--- config.mk ---
export PLATFORM = sky130hd
export DESIGN_NAME = ebw_ctrl
export DESIGN_NICKNAME = d
export VERILOG_FILES = /design/src/rtl/ebw_pkg.sv /design/src/rtl/ebw_ctrl.sv /design/src/rtl/ebw_cnt.sv /design/src/rtl/ebw_win_match.sv
export VERILOG_INCLUDE_DIRS = /design/src /design/src/rtl
export SDC_FILE = /design/constraint.sdc
export NUM_CORES = 1
export LEC_CHECK = 0
export ABC_AREA = 1
export BUFFER_PORTS_ARGS = -buffer_cell sky130_fd_sc_hd__buf_2
export CORE_MARGIN = 8
export CORE_UTILIZATION = 63
export DETAILED_ROUTE_END_ITERATION = 10
export PLACE_DENSITY_LB_ADDON = 0.15
export SYNTH_ARGS = -nofsm -noshare
export SYNTH_HDL_FRONTEND = slang
export SYNTH_HIERARCHICAL = 1
export SYNTH_SLANG_ARGS = --single-unit
export TNS_END_PERCENT = 5
--- constraint.sdc ---
create_clock -name aclk -period 3.5 [get_ports aclk]
set_input_delay 0.525 -clock aclk [delete_from_list [all_inputs] [get_ports aclk]]
set_output_delay 0.525 -clock aclk [all_outputs]
set_load 0.01 [all_outputs]
--- src/rtl/ebw_defs.svh ---
// Offsets, field positions, reset values and lane masks of the bus unit
`ifndef EBW_DEFS_SVH
`define EBW_DEFS_SVH
`define EBW_OFF_SYSCFG 6'h00
`define EBW_OFF_DEFCFG 6'h01
`define EBW_OFF_WCFG 6'h02
`define EBW_OFF_WSEL 6'h06
`define EBW_OFF_STATUS 6'h0a
`define EBW_NWIN 4
`define EBW_SYS_MODE_MSB 1
`define EBW_SYS_MODE_LSB 0
`define EBW_SYS_EXT_PERIPH_ENABLE_BIT_BIT 2
`define EBW_SYSCFG_RST 16'h0000
`define EBW_DEFCFG_RST 16'h00ff
`define EBW_WCFG_RST 16'h0000
`define EBW_WSEL_RST 16'h0000
`define EBW_CFG_WAIT_MSB 3
`define EBW_CFG_WAIT_LSB 0
`define EBW_CFG_TRI_MSB 5
`define EBW_CFG_TRI_LSB 4
`define EBW_CFG_ALE_BIT 6
`define EBW_CFG_DLY_BIT 7
`define EBW_CFG_EN_BIT 8
`define EBW_SEL_BASE_MSB 15
`define EBW_SEL_BASE_LSB 4
`define EBW_SEL_SIZE_MSB 3
`define EBW_SEL_SIZE_LSB 0
`define EBW_PAGE_MSB 23
`define EBW_PAGE_LSB 12
`define EBW_EXT_TOP_MSB 23
`define EBW_EXT_TOP_LSB 16
`define EBW_ON_CHIP_EXTENSION_BUS_PAGE 16'h00ef
`define EBW_MASK_ALL 16'hffff
`define EBW_MASK_A11 16'h07ff
`define EBW_MASK_D8 16'h00ff
`define EBW_MASK_NONE 16'h0000
`define EBW_RESP_OKAY 2'b00
`define EBW_RESP_SLVERR 2'b10
`endif

--- src/rtl/ebw_pkg.sv ---
// Types shared by the external bus unit files
package ebw_pkg;
    typedef enum logic [1:0] {
        EBW_SINGLE = 2'b00,
        EBW_MUX16 = 2'b01,
        EBW_MUX8 = 2'b10,
        EBW_RSVD = 2'b11
    } ebw_mode_t;
    typedef enum logic [2:0] {
        S_IDLE = 3'b000,
        S_ADDR = 3'b001,
        S_DLY = 3'b010,
        S_STRB = 3'b011,
        S_TRI = 3'b100,
        S_DONE = 3'b101
    } ebw_state_t;
    typedef struct packed {
        logic en;
        logic rw_delay;
        logic ale_long;
        logic [1:0] tri_len;
        logic [3:0] wait_len;
    } ebw_cfg_t;
    typedef struct packed {
        logic [23:0] addr;
        logic we;
        logic word;
        logic [15:0] wdata;
    } ebw_req_t;
endpackage

--- src/rtl/ebw_ctrl.sv ---
// External bus unit: register slave, window pick and multiplexed bus cycle
//
// Design decisions made here: the AXI4-Lite slave port and the register offsets.
`timescale 1ns/1ps
`include "ebw_defs.svh"
module ebw_ctrl (
    input wire logic aclk,
    input wire logic aresetn,
    input wire logic [7:0] s_awaddr,
    input wire logic s_awvalid,
    output logic s_awready,
    input wire logic [31:0] s_wdata,
    input wire logic [3:0] s_wstrb,
    input wire logic s_wvalid,
    output logic s_wready,
    output logic [1:0] s_bresp,
    output logic s_bvalid,
    input wire logic s_bready,
    input wire logic [7:0] s_araddr,
    input wire logic s_arvalid,
    output logic s_arready,
    output logic [31:0] s_rdata,
    output logic [1:0] s_rresp,
    output logic s_rvalid,
    input wire logic s_rready,
    input wire logic cpu_req,
    input wire ebw_pkg::ebw_req_t cpu_cmd,
    output logic cpu_ack,
    output logic cpu_err,
    output logic [15:0] cpu_rdata,
    input wire logic [15:0] port_i,
    output logic [15:0] port_o,
    output logic [15:0] port_oe,
    output logic ale,
    output logic rd_n,
    output logic wr_n,
    output logic bhe_n,
    output logic serial_pins_free,
    output logic on_chip_extension_bus_enable,
    output logic on_chip_extension_bus_sel
);
    logic [15:0] sys_cfg;
    logic [15:0] def_cfg;
    logic [`EBW_NWIN*16-1:0] win_cfg;
    logic [`EBW_NWIN*16-1:0] win_sel;
    ebw_pkg::ebw_state_t st;
    ebw_pkg::ebw_cfg_t cur;
    ebw_pkg::ebw_req_t req;
    logic second;
    logic [2:0] last_win;
    logic last_err;
    logic cnt_load;
    logic [3:0] cnt_val;
    logic cnt_zero;

    // Register write decode
    wire [5:0] widx = s_awaddr[7:2];
    wire wr_go = s_awvalid & s_wvalid & ~s_awready & ~s_bvalid;
    wire w_sys = wr_go & (widx == `EBW_OFF_SYSCFG);
    wire w_def = wr_go & (widx == `EBW_OFF_DEFCFG);
    wire w_ok = (widx <= `EBW_OFF_STATUS);
    wire [15:0] strb_mask = {{8{s_wstrb[1]}}, {8{s_wstrb[0]}}};

    // Register read decode
    wire [5:0] ridx = s_araddr[7:2];
    wire rd_go = s_arvalid & ~s_arready & ~s_rvalid;
    wire r_ok = (ridx <= `EBW_OFF_STATUS);
    wire busy = (st != ebw_pkg::S_IDLE);
    wire [15:0] status = {busy, 11'h000, last_win, last_err};
    wire [5:0] rw_off = ridx - `EBW_OFF_WCFG;
    wire [5:0] rs_off = ridx - `EBW_OFF_WSEL;
    wire [15:0] r_mux =
        (ridx == `EBW_OFF_SYSCFG) ? sys_cfg :
        (ridx == `EBW_OFF_DEFCFG) ? def_cfg :
        (ridx < `EBW_OFF_WSEL) ? win_cfg[rw_off[1:0]*16 +: 16] :
        (ridx < `EBW_OFF_STATUS) ? win_sel[rs_off[1:0]*16 +: 16] :
        (ridx == `EBW_OFF_STATUS) ? status : 16'h0000;

    // Mode and enable fields
    wire [1:0] mode_raw = sys_cfg[`EBW_SYS_MODE_MSB:`EBW_SYS_MODE_LSB];
    wire ebw_pkg::ebw_mode_t mode = ebw_pkg::ebw_mode_t'(mode_raw);
    wire is16 = (mode == ebw_pkg::EBW_MUX16);
    wire is8 = (mode == ebw_pkg::EBW_MUX8);
    wire ext_periph_enable_bit = sys_cfg[`EBW_SYS_EXT_PERIPH_ENABLE_BIT_BIT];

    // Merge byte lanes of a register write
    function automatic logic [15:0] merge(input logic [15:0] old,
                                          input logic [15:0] nw,
                                          input logic [15:0] m);
        merge = (old & ~m) | (nw & m);
    endfunction

    // AXI write channel handshake and response
    always_ff @(posedge aclk) begin
        if (!aresetn) begin
            s_awready <= 1'b0;
            s_wready <= 1'b0;
            s_bvalid <= 1'b0;
            s_bresp <= `EBW_RESP_OKAY;
        end else begin
            s_awready <= wr_go;
            s_wready <= wr_go;
            if (wr_go) begin
                s_bvalid <= 1'b1;
                s_bresp <= w_ok ? `EBW_RESP_OKAY : `EBW_RESP_SLVERR;
            end else if (s_bready) begin
                s_bvalid <= 1'b0;
            end
        end
    end

    // AXI read channel handshake and data
    always_ff @(posedge aclk) begin
        if (!aresetn) begin
            s_arready <= 1'b0;
            s_rvalid <= 1'b0;
            s_rdata <= 32'h0000_0000;
            s_rresp <= `EBW_RESP_OKAY;
        end else begin
            s_arready <= rd_go;
            if (rd_go) begin
                s_rvalid <= 1'b1;
                s_rdata <= {16'h0000, r_mux};
                s_rresp <= r_ok ? `EBW_RESP_OKAY : `EBW_RESP_SLVERR;
            end else if (s_rready) begin
                s_rvalid <= 1'b0;
            end
        end
    end

    // System and default configuration registers
    always_ff @(posedge aclk) begin
        if (!aresetn) begin
            sys_cfg <= `EBW_SYSCFG_RST;
            def_cfg <= `EBW_DEFCFG_RST;
        end else begin
            if (w_sys) begin
                sys_cfg <= merge(sys_cfg, s_wdata[15:0], strb_mask);
            end
            if (w_def) begin
                def_cfg <= merge(def_cfg, s_wdata[15:0], strb_mask);
            end
        end
    end

    // Window register pairs, one of each per window
    genvar gi;
    generate
        for (gi = 0; gi < `EBW_NWIN; gi = gi + 1) begin : g_reg
            wire wc = wr_go & (widx == `EBW_OFF_WCFG + 6'(gi));
            wire ws = wr_go & (widx == `EBW_OFF_WSEL + 6'(gi));
            always_ff @(posedge aclk) begin
                if (!aresetn) begin
                    win_cfg[gi*16 +: 16] <= `EBW_WCFG_RST;
                    win_sel[gi*16 +: 16] <= `EBW_WSEL_RST;
                end else begin
                    if (wc) begin
                        win_cfg[gi*16 +: 16] <= merge(win_cfg[gi*16 +: 16],
                            s_wdata[15:0], strb_mask);
                    end
                    if (ws) begin
                        win_sel[gi*16 +: 16] <= merge(win_sel[gi*16 +: 16],
                            s_wdata[15:0], strb_mask);
                    end
                end
            end
        end
    endgenerate

    // Window pick for the incoming request
    ebw_pkg::ebw_cfg_t pick_cfg;
    logic [2:0] pick_win;
    ebw_win_match u_match (
        .addr(cpu_cmd.addr),
        .sel_flat(win_sel),
        .cfg_flat(win_cfg),
        .def_cfg(def_cfg),
        .cfg(pick_cfg),
        .win(pick_win)
    );

    // Phase timer
    ebw_cnt u_cnt (
        .aclk(aclk),
        .aresetn(aresetn),
        .load(cnt_load),
        .value(cnt_val),
        .zero(cnt_zero)
    );

    // Request classification
    // The ack cycle ignores the request that the core still holds
    wire start = (st == ebw_pkg::S_IDLE) & cpu_req & ~cpu_ack;
    wire off_ext = (cpu_cmd.addr[`EBW_EXT_TOP_MSB:`EBW_EXT_TOP_LSB] != 8'h00);
    wire no_ext = ~(is16 | is8);
    wire in_on_chip_extension_bus = ext_periph_enable_bit &
        (cpu_cmd.addr[`EBW_EXT_TOP_MSB:8] == `EBW_ON_CHIP_EXTENSION_BUS_PAGE);
    wire go_ext = start & ~no_ext & ~off_ext & ~in_on_chip_extension_bus;

    // Lane masks for the address and data phases
    wire [15:0] a_mask = is8 ? `EBW_MASK_A11 : `EBW_MASK_ALL;
    wire hi_lane = is16 & (req.word | req.addr[0]);
    wire lo_lane = is8 | req.word | ~req.addr[0];
    wire [15:0] d_mask = is8 ? `EBW_MASK_D8 :
        {{8{hi_lane}}, {8{lo_lane}}};
    wire [7:0] w_byte = (second | (is16 & req.addr[0])) ?
        req.wdata[15:8] : req.wdata[7:0];
    wire [15:0] d_out = is16 ? (req.word ? req.wdata : {w_byte, w_byte})
                             : {8'h00, w_byte};
    wire [7:0] r_byte = (is16 & req.addr[0]) ? port_i[15:8] : port_i[7:0];
    wire [15:0] a_out = {req.addr[15:1], req.addr[0] | second};

    // Phase timer loads at each phase entry
    always_comb begin
        cnt_load = 1'b0;
        cnt_val = 4'h0;
        case (st)
            ebw_pkg::S_IDLE: begin
                cnt_load = go_ext;
                cnt_val = {3'b000, pick_cfg.ale_long};
            end
            ebw_pkg::S_ADDR: begin
                cnt_load = cnt_zero;
                cnt_val = cur.wait_len;
            end
            ebw_pkg::S_DLY: begin
                // Delay cycle must not eat into the memory cycle length
                cnt_load = 1'b1;
                cnt_val = cur.wait_len;
            end
            ebw_pkg::S_STRB: begin
                cnt_load = cnt_zero;
                cnt_val = {2'b00, cur.tri_len};
            end
            ebw_pkg::S_TRI: begin
                // Second byte pass needs its own latch strobe length
                cnt_load = cnt_zero & ~second;
                cnt_val = {3'b000, cur.ale_long};
            end
            default: begin
                cnt_load = 1'b0;
                cnt_val = 4'h0;
            end
        endcase
    end

    // Bus cycle sequencer
    always_ff @(posedge aclk) begin
        if (!aresetn) begin
            st <= ebw_pkg::S_IDLE;
            cur <= ebw_pkg::ebw_cfg_t'(9'h000);
            req <= ebw_pkg::ebw_req_t'(42'h0);
            second <= 1'b0;
            port_o <= `EBW_MASK_NONE;
            port_oe <= `EBW_MASK_NONE;
            ale <= 1'b0;
            rd_n <= 1'b1;
            wr_n <= 1'b1;
            bhe_n <= 1'b1;
            cpu_ack <= 1'b0;
            cpu_err <= 1'b0;
            cpu_rdata <= 16'h0000;
            last_win <= 3'h0;
            last_err <= 1'b0;
            on_chip_extension_bus_sel <= 1'b0;
        end else begin
            cpu_ack <= 1'b0;
            on_chip_extension_bus_sel <= 1'b0;
            case (st)
                ebw_pkg::S_IDLE: begin
                    if (go_ext) begin
                        // Address phase on the shared port
                        st <= ebw_pkg::S_ADDR;
                        cur <= pick_cfg;
                        req <= cpu_cmd;
                        second <= 1'b0;
                        last_win <= pick_win;
                        port_o <= cpu_cmd.addr[15:0] & a_mask;
                        port_oe <= a_mask;
                        ale <= 1'b1;
                        bhe_n <= ~(is16 & (cpu_cmd.word | cpu_cmd.addr[0]));
                    end else if (start) begin
                        // No external cycle: single chip, out of range or
                        // an enabled extension peripheral
                        st <= ebw_pkg::S_DONE;
                        cpu_err <= no_ext | off_ext;
                        last_err <= no_ext | off_ext;
                        on_chip_extension_bus_sel <= in_on_chip_extension_bus & ~no_ext;
                        cpu_rdata <= 16'h0000;
                    end
                end
                ebw_pkg::S_ADDR: begin
                    if (cnt_zero) begin
                        // Address stays valid until the strobe falls
                        ale <= 1'b0;
                        st <= cur.rw_delay ? ebw_pkg::S_DLY
                                           : ebw_pkg::S_STRB;
                        // Same pins now carry data, or float for a read
                        port_o <= req.we ? d_out : `EBW_MASK_NONE;
                        port_oe <= req.we ? d_mask : `EBW_MASK_NONE;
                        rd_n <= cur.rw_delay | req.we;
                        wr_n <= cur.rw_delay | ~req.we;
                    end
                end
                ebw_pkg::S_DLY: begin
                    st <= ebw_pkg::S_STRB;
                    rd_n <= req.we;
                    wr_n <= ~req.we;
                end
                ebw_pkg::S_STRB: begin
                    if (cnt_zero) begin
                        // End of memory cycle: sample and release the bus
                        st <= ebw_pkg::S_TRI;
                        rd_n <= 1'b1;
                        wr_n <= 1'b1;
                        port_oe <= `EBW_MASK_NONE;
                        if (!req.we) begin
                            if (is16 & req.word) begin
                                cpu_rdata <= port_i;
                            end else if (second) begin
                                cpu_rdata[15:8] <= port_i[7:0];
                            end else begin
                                cpu_rdata <= {8'h00, r_byte};
                            end
                        end
                    end
                end
                ebw_pkg::S_TRI: begin
                    if (cnt_zero) begin
                        if (is8 & req.word & ~second) begin
                            // Word on the 8-bit bus: high byte next
                            second <= 1'b1;
                            st <= ebw_pkg::S_ADDR;
                            port_o <= {req.addr[15:1], 1'b1} & a_mask;
                            port_oe <= a_mask;
                            ale <= 1'b1;
                        end else begin
                            st <= ebw_pkg::S_DONE;
                            cpu_err <= 1'b0;
                            last_err <= 1'b0;
                            bhe_n <= 1'b1;
                        end
                    end
                end
                ebw_pkg::S_DONE: begin
                    cpu_ack <= 1'b1;
                    st <= ebw_pkg::S_IDLE;
                end
                default: begin
                    st <= ebw_pkg::S_IDLE;
                end
            endcase
        end
    end

    // Pin sharing and extension bus enable flags
    always_ff @(posedge aclk) begin
        if (!aresetn) begin
            serial_pins_free <= 1'b1;
            on_chip_extension_bus_enable <= 1'b0;
        end else begin
            serial_pins_free <= ~is16;
            on_chip_extension_bus_enable <= ext_periph_enable_bit;
        end
    end

    wire unused_a = a_out[0];
endmodule

--- src/rtl/ebw_cnt.sv ---
// Down counter that times each phase of an external bus cycle
`timescale 1ns/1ps
module ebw_cnt (
    input wire logic aclk,
    input wire logic aresetn,
    input wire logic load,
    input wire logic [3:0] value,
    output logic zero
);
    logic [3:0] cnt;

    // Load wins; otherwise count down and rest at zero
    always_ff @(posedge aclk) begin
        if (!aresetn) begin
            cnt <= 4'h0;
        end else if (load) begin
            cnt <= value;
        end else if (cnt != 4'h0) begin
            cnt <= cnt - 4'h1;
        end
    end

    assign zero = (cnt == 4'h0);
endmodule

--- src/rtl/ebw_win_match.sv ---
// Address window compare and priority pick of the bus characteristics
`timescale 1ns/1ps
`include "ebw_defs.svh"
module ebw_win_match (
    input wire logic [23:0] addr,
    input wire logic [`EBW_NWIN*16-1:0] sel_flat,
    input wire logic [`EBW_NWIN*16-1:0] cfg_flat,
    input wire logic [15:0] def_cfg,
    output ebw_pkg::ebw_cfg_t cfg,
    output logic [2:0] win
);
    logic [`EBW_NWIN-1:0] hit;

    // One compare per window; size code widens the window by powers of two
    genvar i;
    generate
        for (i = 0; i < `EBW_NWIN; i = i + 1) begin : g_win
            wire [15:0] sel = sel_flat[i*16 +: 16];
            wire [11:0] base = sel[`EBW_SEL_BASE_MSB:`EBW_SEL_BASE_LSB];
            wire [3:0] size = sel[`EBW_SEL_SIZE_MSB:`EBW_SEL_SIZE_LSB];
            wire [11:0] page = addr[`EBW_PAGE_MSB:`EBW_PAGE_LSB];
            wire en = cfg_flat[i*16 + `EBW_CFG_EN_BIT];
            assign hit[i] = en & ((page >> size) == (base >> size));
        end
    endgenerate

    // Fourth over third, second over first, default otherwise
    assign win = hit[3] ? 3'h4 : hit[2] ? 3'h3 : hit[1] ? 3'h2 :
                 hit[0] ? 3'h1 : 3'h0;
    assign cfg = ebw_pkg::ebw_cfg_t'(
        hit[3] ? cfg_flat[63:48] : hit[2] ? cfg_flat[47:32] :
        hit[1] ? cfg_flat[31:16] : hit[0] ? cfg_flat[15:0] :
        def_cfg);
endmodule

==> results of run 1 <==
critical path, stage by stage (launching register included):
cell,delay [ps]
dfxtp_1,740
inv_2,220
nand2_1,120
nand2_1,50
nand2_1,60
nand2_1,70
nand3_1,90
nand2_1,50
nand2_1,50
nand2_1,50
nand2_2,130
nand2_4,140
nand2_4,110
nand2_2,60
inv_4,120
nand3_1,90
a21oi_1,310
nand2_1,100
o2111ai_1,100
nand2_1,70
o21ai_0,80
nand2_1,80
a21oi_1,130
per-layer routing:
metal,vias to the layer above,share of wire (%),GRT usage [%]
met5,-,0,0
met4,0,3.8,11.6
met3,138,10,5.08
met2,835,44,48.7
met1,7414,42,40.4
li1,7979,-,-
area by class of cell:
type                       instances  area share [%]
clock buffer                      41            4.98
clock inverter                    15           0.932
inverter                         313            6.82
multi-input combinational       1680            46.3
sequential                       279            32.3
tap                              324            2.34
timing repair buffer             202            6.32
report_power, final:
part / total, mW / internal [mW] / switching [mW]
registers: 3.45 / 3.33 / 0.119
logic: 2.04 / 0.638 / 1.40
clock network: 3.23 / 1.88 / 1.35
worst paths after layout:
check | endpoint | slack (ps) | depth (start not counted)
max reg2reg | u_cnt/cnt[0] | 380 | 22
max | u_cnt/cnt[0] | 380 | 22
min | s_bvalid | 200 | 4
min reg2reg | on_chip_extension_bus_enable | 450 | 2
==> metrics.cfg, run 1 <==
[final_layout]
fin_util_pct=71.4
multi_input_area_um2=8020
layout-drive-gt1-share_pct=12.2
fin_area_um2=17300
num-fill-cells=2106
layout_commonest_cell=nand2_1
layout_common_cells=537 x nand2_1, 294 x inv_1, 279 x dfxtp_1
area_delta_synth_final_pct=11.5
nets=2627
final_cell_count_no_fill=2854
regArea_um2=5590
n_antenna_cell=0

[power_and_ir_drop]
vdd_drop_max_uv=462
power.density_nw_per_um2=504
power.total_mw=8.72
power.leakage_nw=7.60

[logic_synthesis]
syn_avg_cell_area_um2=6.44
synth_warnings=6
syn_inst=2410
netlist_area_um2=15500

[drt]
drc=0
dr.first_iter.drc_count=2094
drt-total-wl_um=48300
vias=16400
wl_per_cell_um=16.9
firstDrtPassIters=6
ant_nets=0
via_per_inst=5.73

[sta]
fin_crit_sh_pct=89.2
slew_headroom_pct=45.3
fin_hold_ws_ps=199
max_freq_mhz=320
setup_viol=0
finalHoldViolations=0
period_minus_slack_ps=3120
maxSlewViolCount=0
tns_ps=0
fin_skew_ps=30.3
rsz0062_at_grt=false
worst_pin_slew_ps=816
worst_slack_ps=379

[floorplanning]
initial_core_util_pct=64.0
dieArea_um2=29900
placementRows=57
core_area_um2=24200
fp.dieH_um=173
ioPinCount=216
die_width_um=173

[placed_design]
gp_congestion=0.997
dpl-instance-area_um2=16300
pre_cts_ws_ps=463
dp_cells=2798
io_buffer_count=175
dp_hpwl_um=34400

[clocking]
clkTransAtPathRegs_ps=60
numCtsBuffers=30
ctsResizeCount=0
root_buffer=clkbuf_16
htreeDepth=1
cts_setup_buffers=0
cts_tree=yes
clk_latency_ps=590
cts_hold_buf=0
clock_sinks=279
cts_buffer_depth=3

[job]
max_cap_violations=0

[setup_path]
critPathCaptureType=flip-flop
worst-setup-path-type=reg -> reg
crit_fanout=23
cp-start-kind=flip-flop
crit_required_ps=3990
arrival_ps=3610

[global_routing]
grt_pass1_wl_um=76700
grt_use_total_pct=30.4
grt_pass1_vias=14900
grt-ovfl-total=0
grt_max_degree=201
antenna_found_initial=0

[min_path]
hp-start=s_bready
worstHoldPathType=in -> reg

[run_status]
status=finished clean

No activity file was read; power rests on OpenSTA's default activity.
==> inputs of run 2 (changes only) <==
--- a/config.mk
+++ b/config.mk
@@ -11,7 +11,9 @@
 export CORE_MARGIN = 8
 export CORE_UTILIZATION = 63
 export DETAILED_ROUTE_END_ITERATION = 10
+export GPL_TIMING_DRIVEN = 1
 export PLACE_DENSITY_LB_ADDON = 0.15
+export RECOVER_POWER = 50
 export SYNTH_ARGS = -nofsm -noshare
 export SYNTH_HDL_FRONTEND = slang
 export SYNTH_HIERARCHICAL = 1
==> run 2 against run 1 <==
The flow now finishes with violations (capacitance limit, slew limit). Power fell by 0.66%. Design area fell by 0.98%. Sequential power barely moved. Largest cell class unchanged. Global-route usage did not move. Register-to-register slack got worse by 60 ps. Worst setup slack got worse by 70 ps.
==> metrics.cfg, run 2 (synthesis results as in run 1) <==
[setup_path]
cp-start-kind=input port
worst-setup-path-type=in -> reg
crit_required_ps=3960
r2r-end=req[15]
path_cells=clkbuf_1 -> clkbuf_1 -> nor2_1 -> clkbuf_1 -> inv_1 -> buf_4 -> o22ai_1 -> o21ai_0 -> nand3_1 -> nand2_1 -> a21oi_1
crit_fanout=29
arrival_ps=3650
cp_slowest_cell=clkbuf_1
critPathCaptureType=flip-flop
r2r_slack_ps=320
max_stage_delay_ps=1080
critPathMostFrequentCell=clkbuf_1
cp_top_family=buffers and inverters
r2r-start=st[1]
path_buf_inv=5
reg2regPathDepth=9

[drt]
dr.first_iter.drc_count=2127
drt-total-wl_um=48500
wl_per_cell_um=17.0
ant_nets=0
drc=0
via_per_inst=5.72
firstDrtPassIters=5
vias=16300

[sta]
maxSlewViolCount=201
tns_ps=0
fin_hold_ws_ps=197
period_minus_slack_ps=3190
worst_pin_slew_ps=3070
setup_viol=0
max_freq_mhz=313
finalHoldViolations=0
rsz0062_at_grt=false
fin_skew_ps=34.4
fin_crit_sh_pct=91.2
slew_headroom_pct=-105

[clocking]
clock_sinks=279
htreeDepth=1
cts_hold_buf=0
root_buffer=clkbuf_16
cts_buffer_depth=3
ctsResizeCount=0
numCtsBuffers=30
cts_setup_buffers=0
cts_tree=yes
clk_latency_ps=590
clkTransAtPathRegs_ps=60

[placed_design]
dpl-instance-area_um2=16300
dp_hpwl_um=34400
gp_congestion=0.997
io_buffer_count=175

[global_routing]
antenna_found_initial=0
grt_pass1_wl_um=76700
grt_max_degree=201
grt-ovfl-total=0
grt_use_total_pct=30.4
grt_pass1_vias=14900

[floorplanning]
fp.dieH_um=173
initial_core_util_pct=64.0
placementRows=57
core_area_um2=24200
die_width_um=173
ioPinCount=216
dieArea_um2=29900

[power_and_ir_drop]
vdd_drop_max_uv=460
power.leakage_nw=7.26
power.density_nw_per_um2=506

[final_layout]
layout_commonest_cell=nand2_1
nets=2627
layout_common_cells=538 x nand2_1, 295 x inv_1, 279 x dfxtp_1
area_delta_synth_final_pct=10.4
fin_area_um2=17100
n_antenna_cell=0
layout-drive-gt1-share_pct=8.62

[run_status]
violations=capacitance limit, slew limit
status=finished, violations left

[min_path]
hp-start=s_bready
worstHoldPathType=in -> reg
hold_depth=4
holdPathEnd=s_bvalid

[job]
max_cap_violations=1

==> run 2: power by group <==
group	switching [mW]	internal [mW]
Combinational	1.40	0.587
Clock	1.35	1.88
Sequential	0.123	3.33
Total	2.87	5.80
==> run 2: area by class of cell <==
cell class              instances  area [um^2]
clock buffers                  41          862
clock inverters                15          161
fillers                      2177         7110
inverters                     313         1180
multi-input cells            1680         7980
flip-flops and latches        279         5590
well taps                     324          405
repair buffers                202          961
==> run 2: worst max path at each step <==
stage / end / slack (ps) / depth (start not counted) / startpoint
after floorplan: u_cnt/cnt[0] / 1140 / 20 / cpu_cmd[38]
after global routing: u_cnt/cnt[0] / 100 / 22 / flip-flop
after detailed placement: u_cnt/cnt[0] / 460 / 22 / flip-flop
after global placement: u_cnt/cnt[0] / 560 / 22 / flip-flop
after CTS: u_cnt/cnt[0] / 440 / 22 / flip-flop
final: s_rdata[5] / 310 / 11 / s_araddr[2]
==> run 2: layer usage <==
| metal | wire [um] | GRT usage [%] | vias up | part of all wire [%] |
|---|---|---|---|---|
| li1 | - | - | 7969 | - |
| met4 | 1770 | 11.6 | 0 | 3.6 |
| met5 | 0 | 0 | - | 0 |
| met2 | 21700 | 48.7 | 868 | 45 |
| met3 | 4860 | 5.08 | 126 | 10 |
| met1 | 20200 | 40.4 | 7372 | 42 |
==> run 2: worst register-to-register path: cells and delay by family (launching register included) <==
| family | cells | cell delay (ps) |
|---|---|---|
| compound gates | 1 | 90 |
| buf+inv | 2 | 920 |
| flops | 1 | 400 |
| simple gates | 6 | 1570 |
==> run 2: metrics by stage <==
step                util (%)  setup slack [ps]  instances  total power [mW]
finish                  70.7               309       2854              8.67
global placement        67.2               561       2798              5.47
detailed placement      67.2               463       2798              5.51
CTS                     71.4               440       2854              8.70
floorplan                  -              1140       2427              5.00
global route            70.7              97.0       2854              9.06
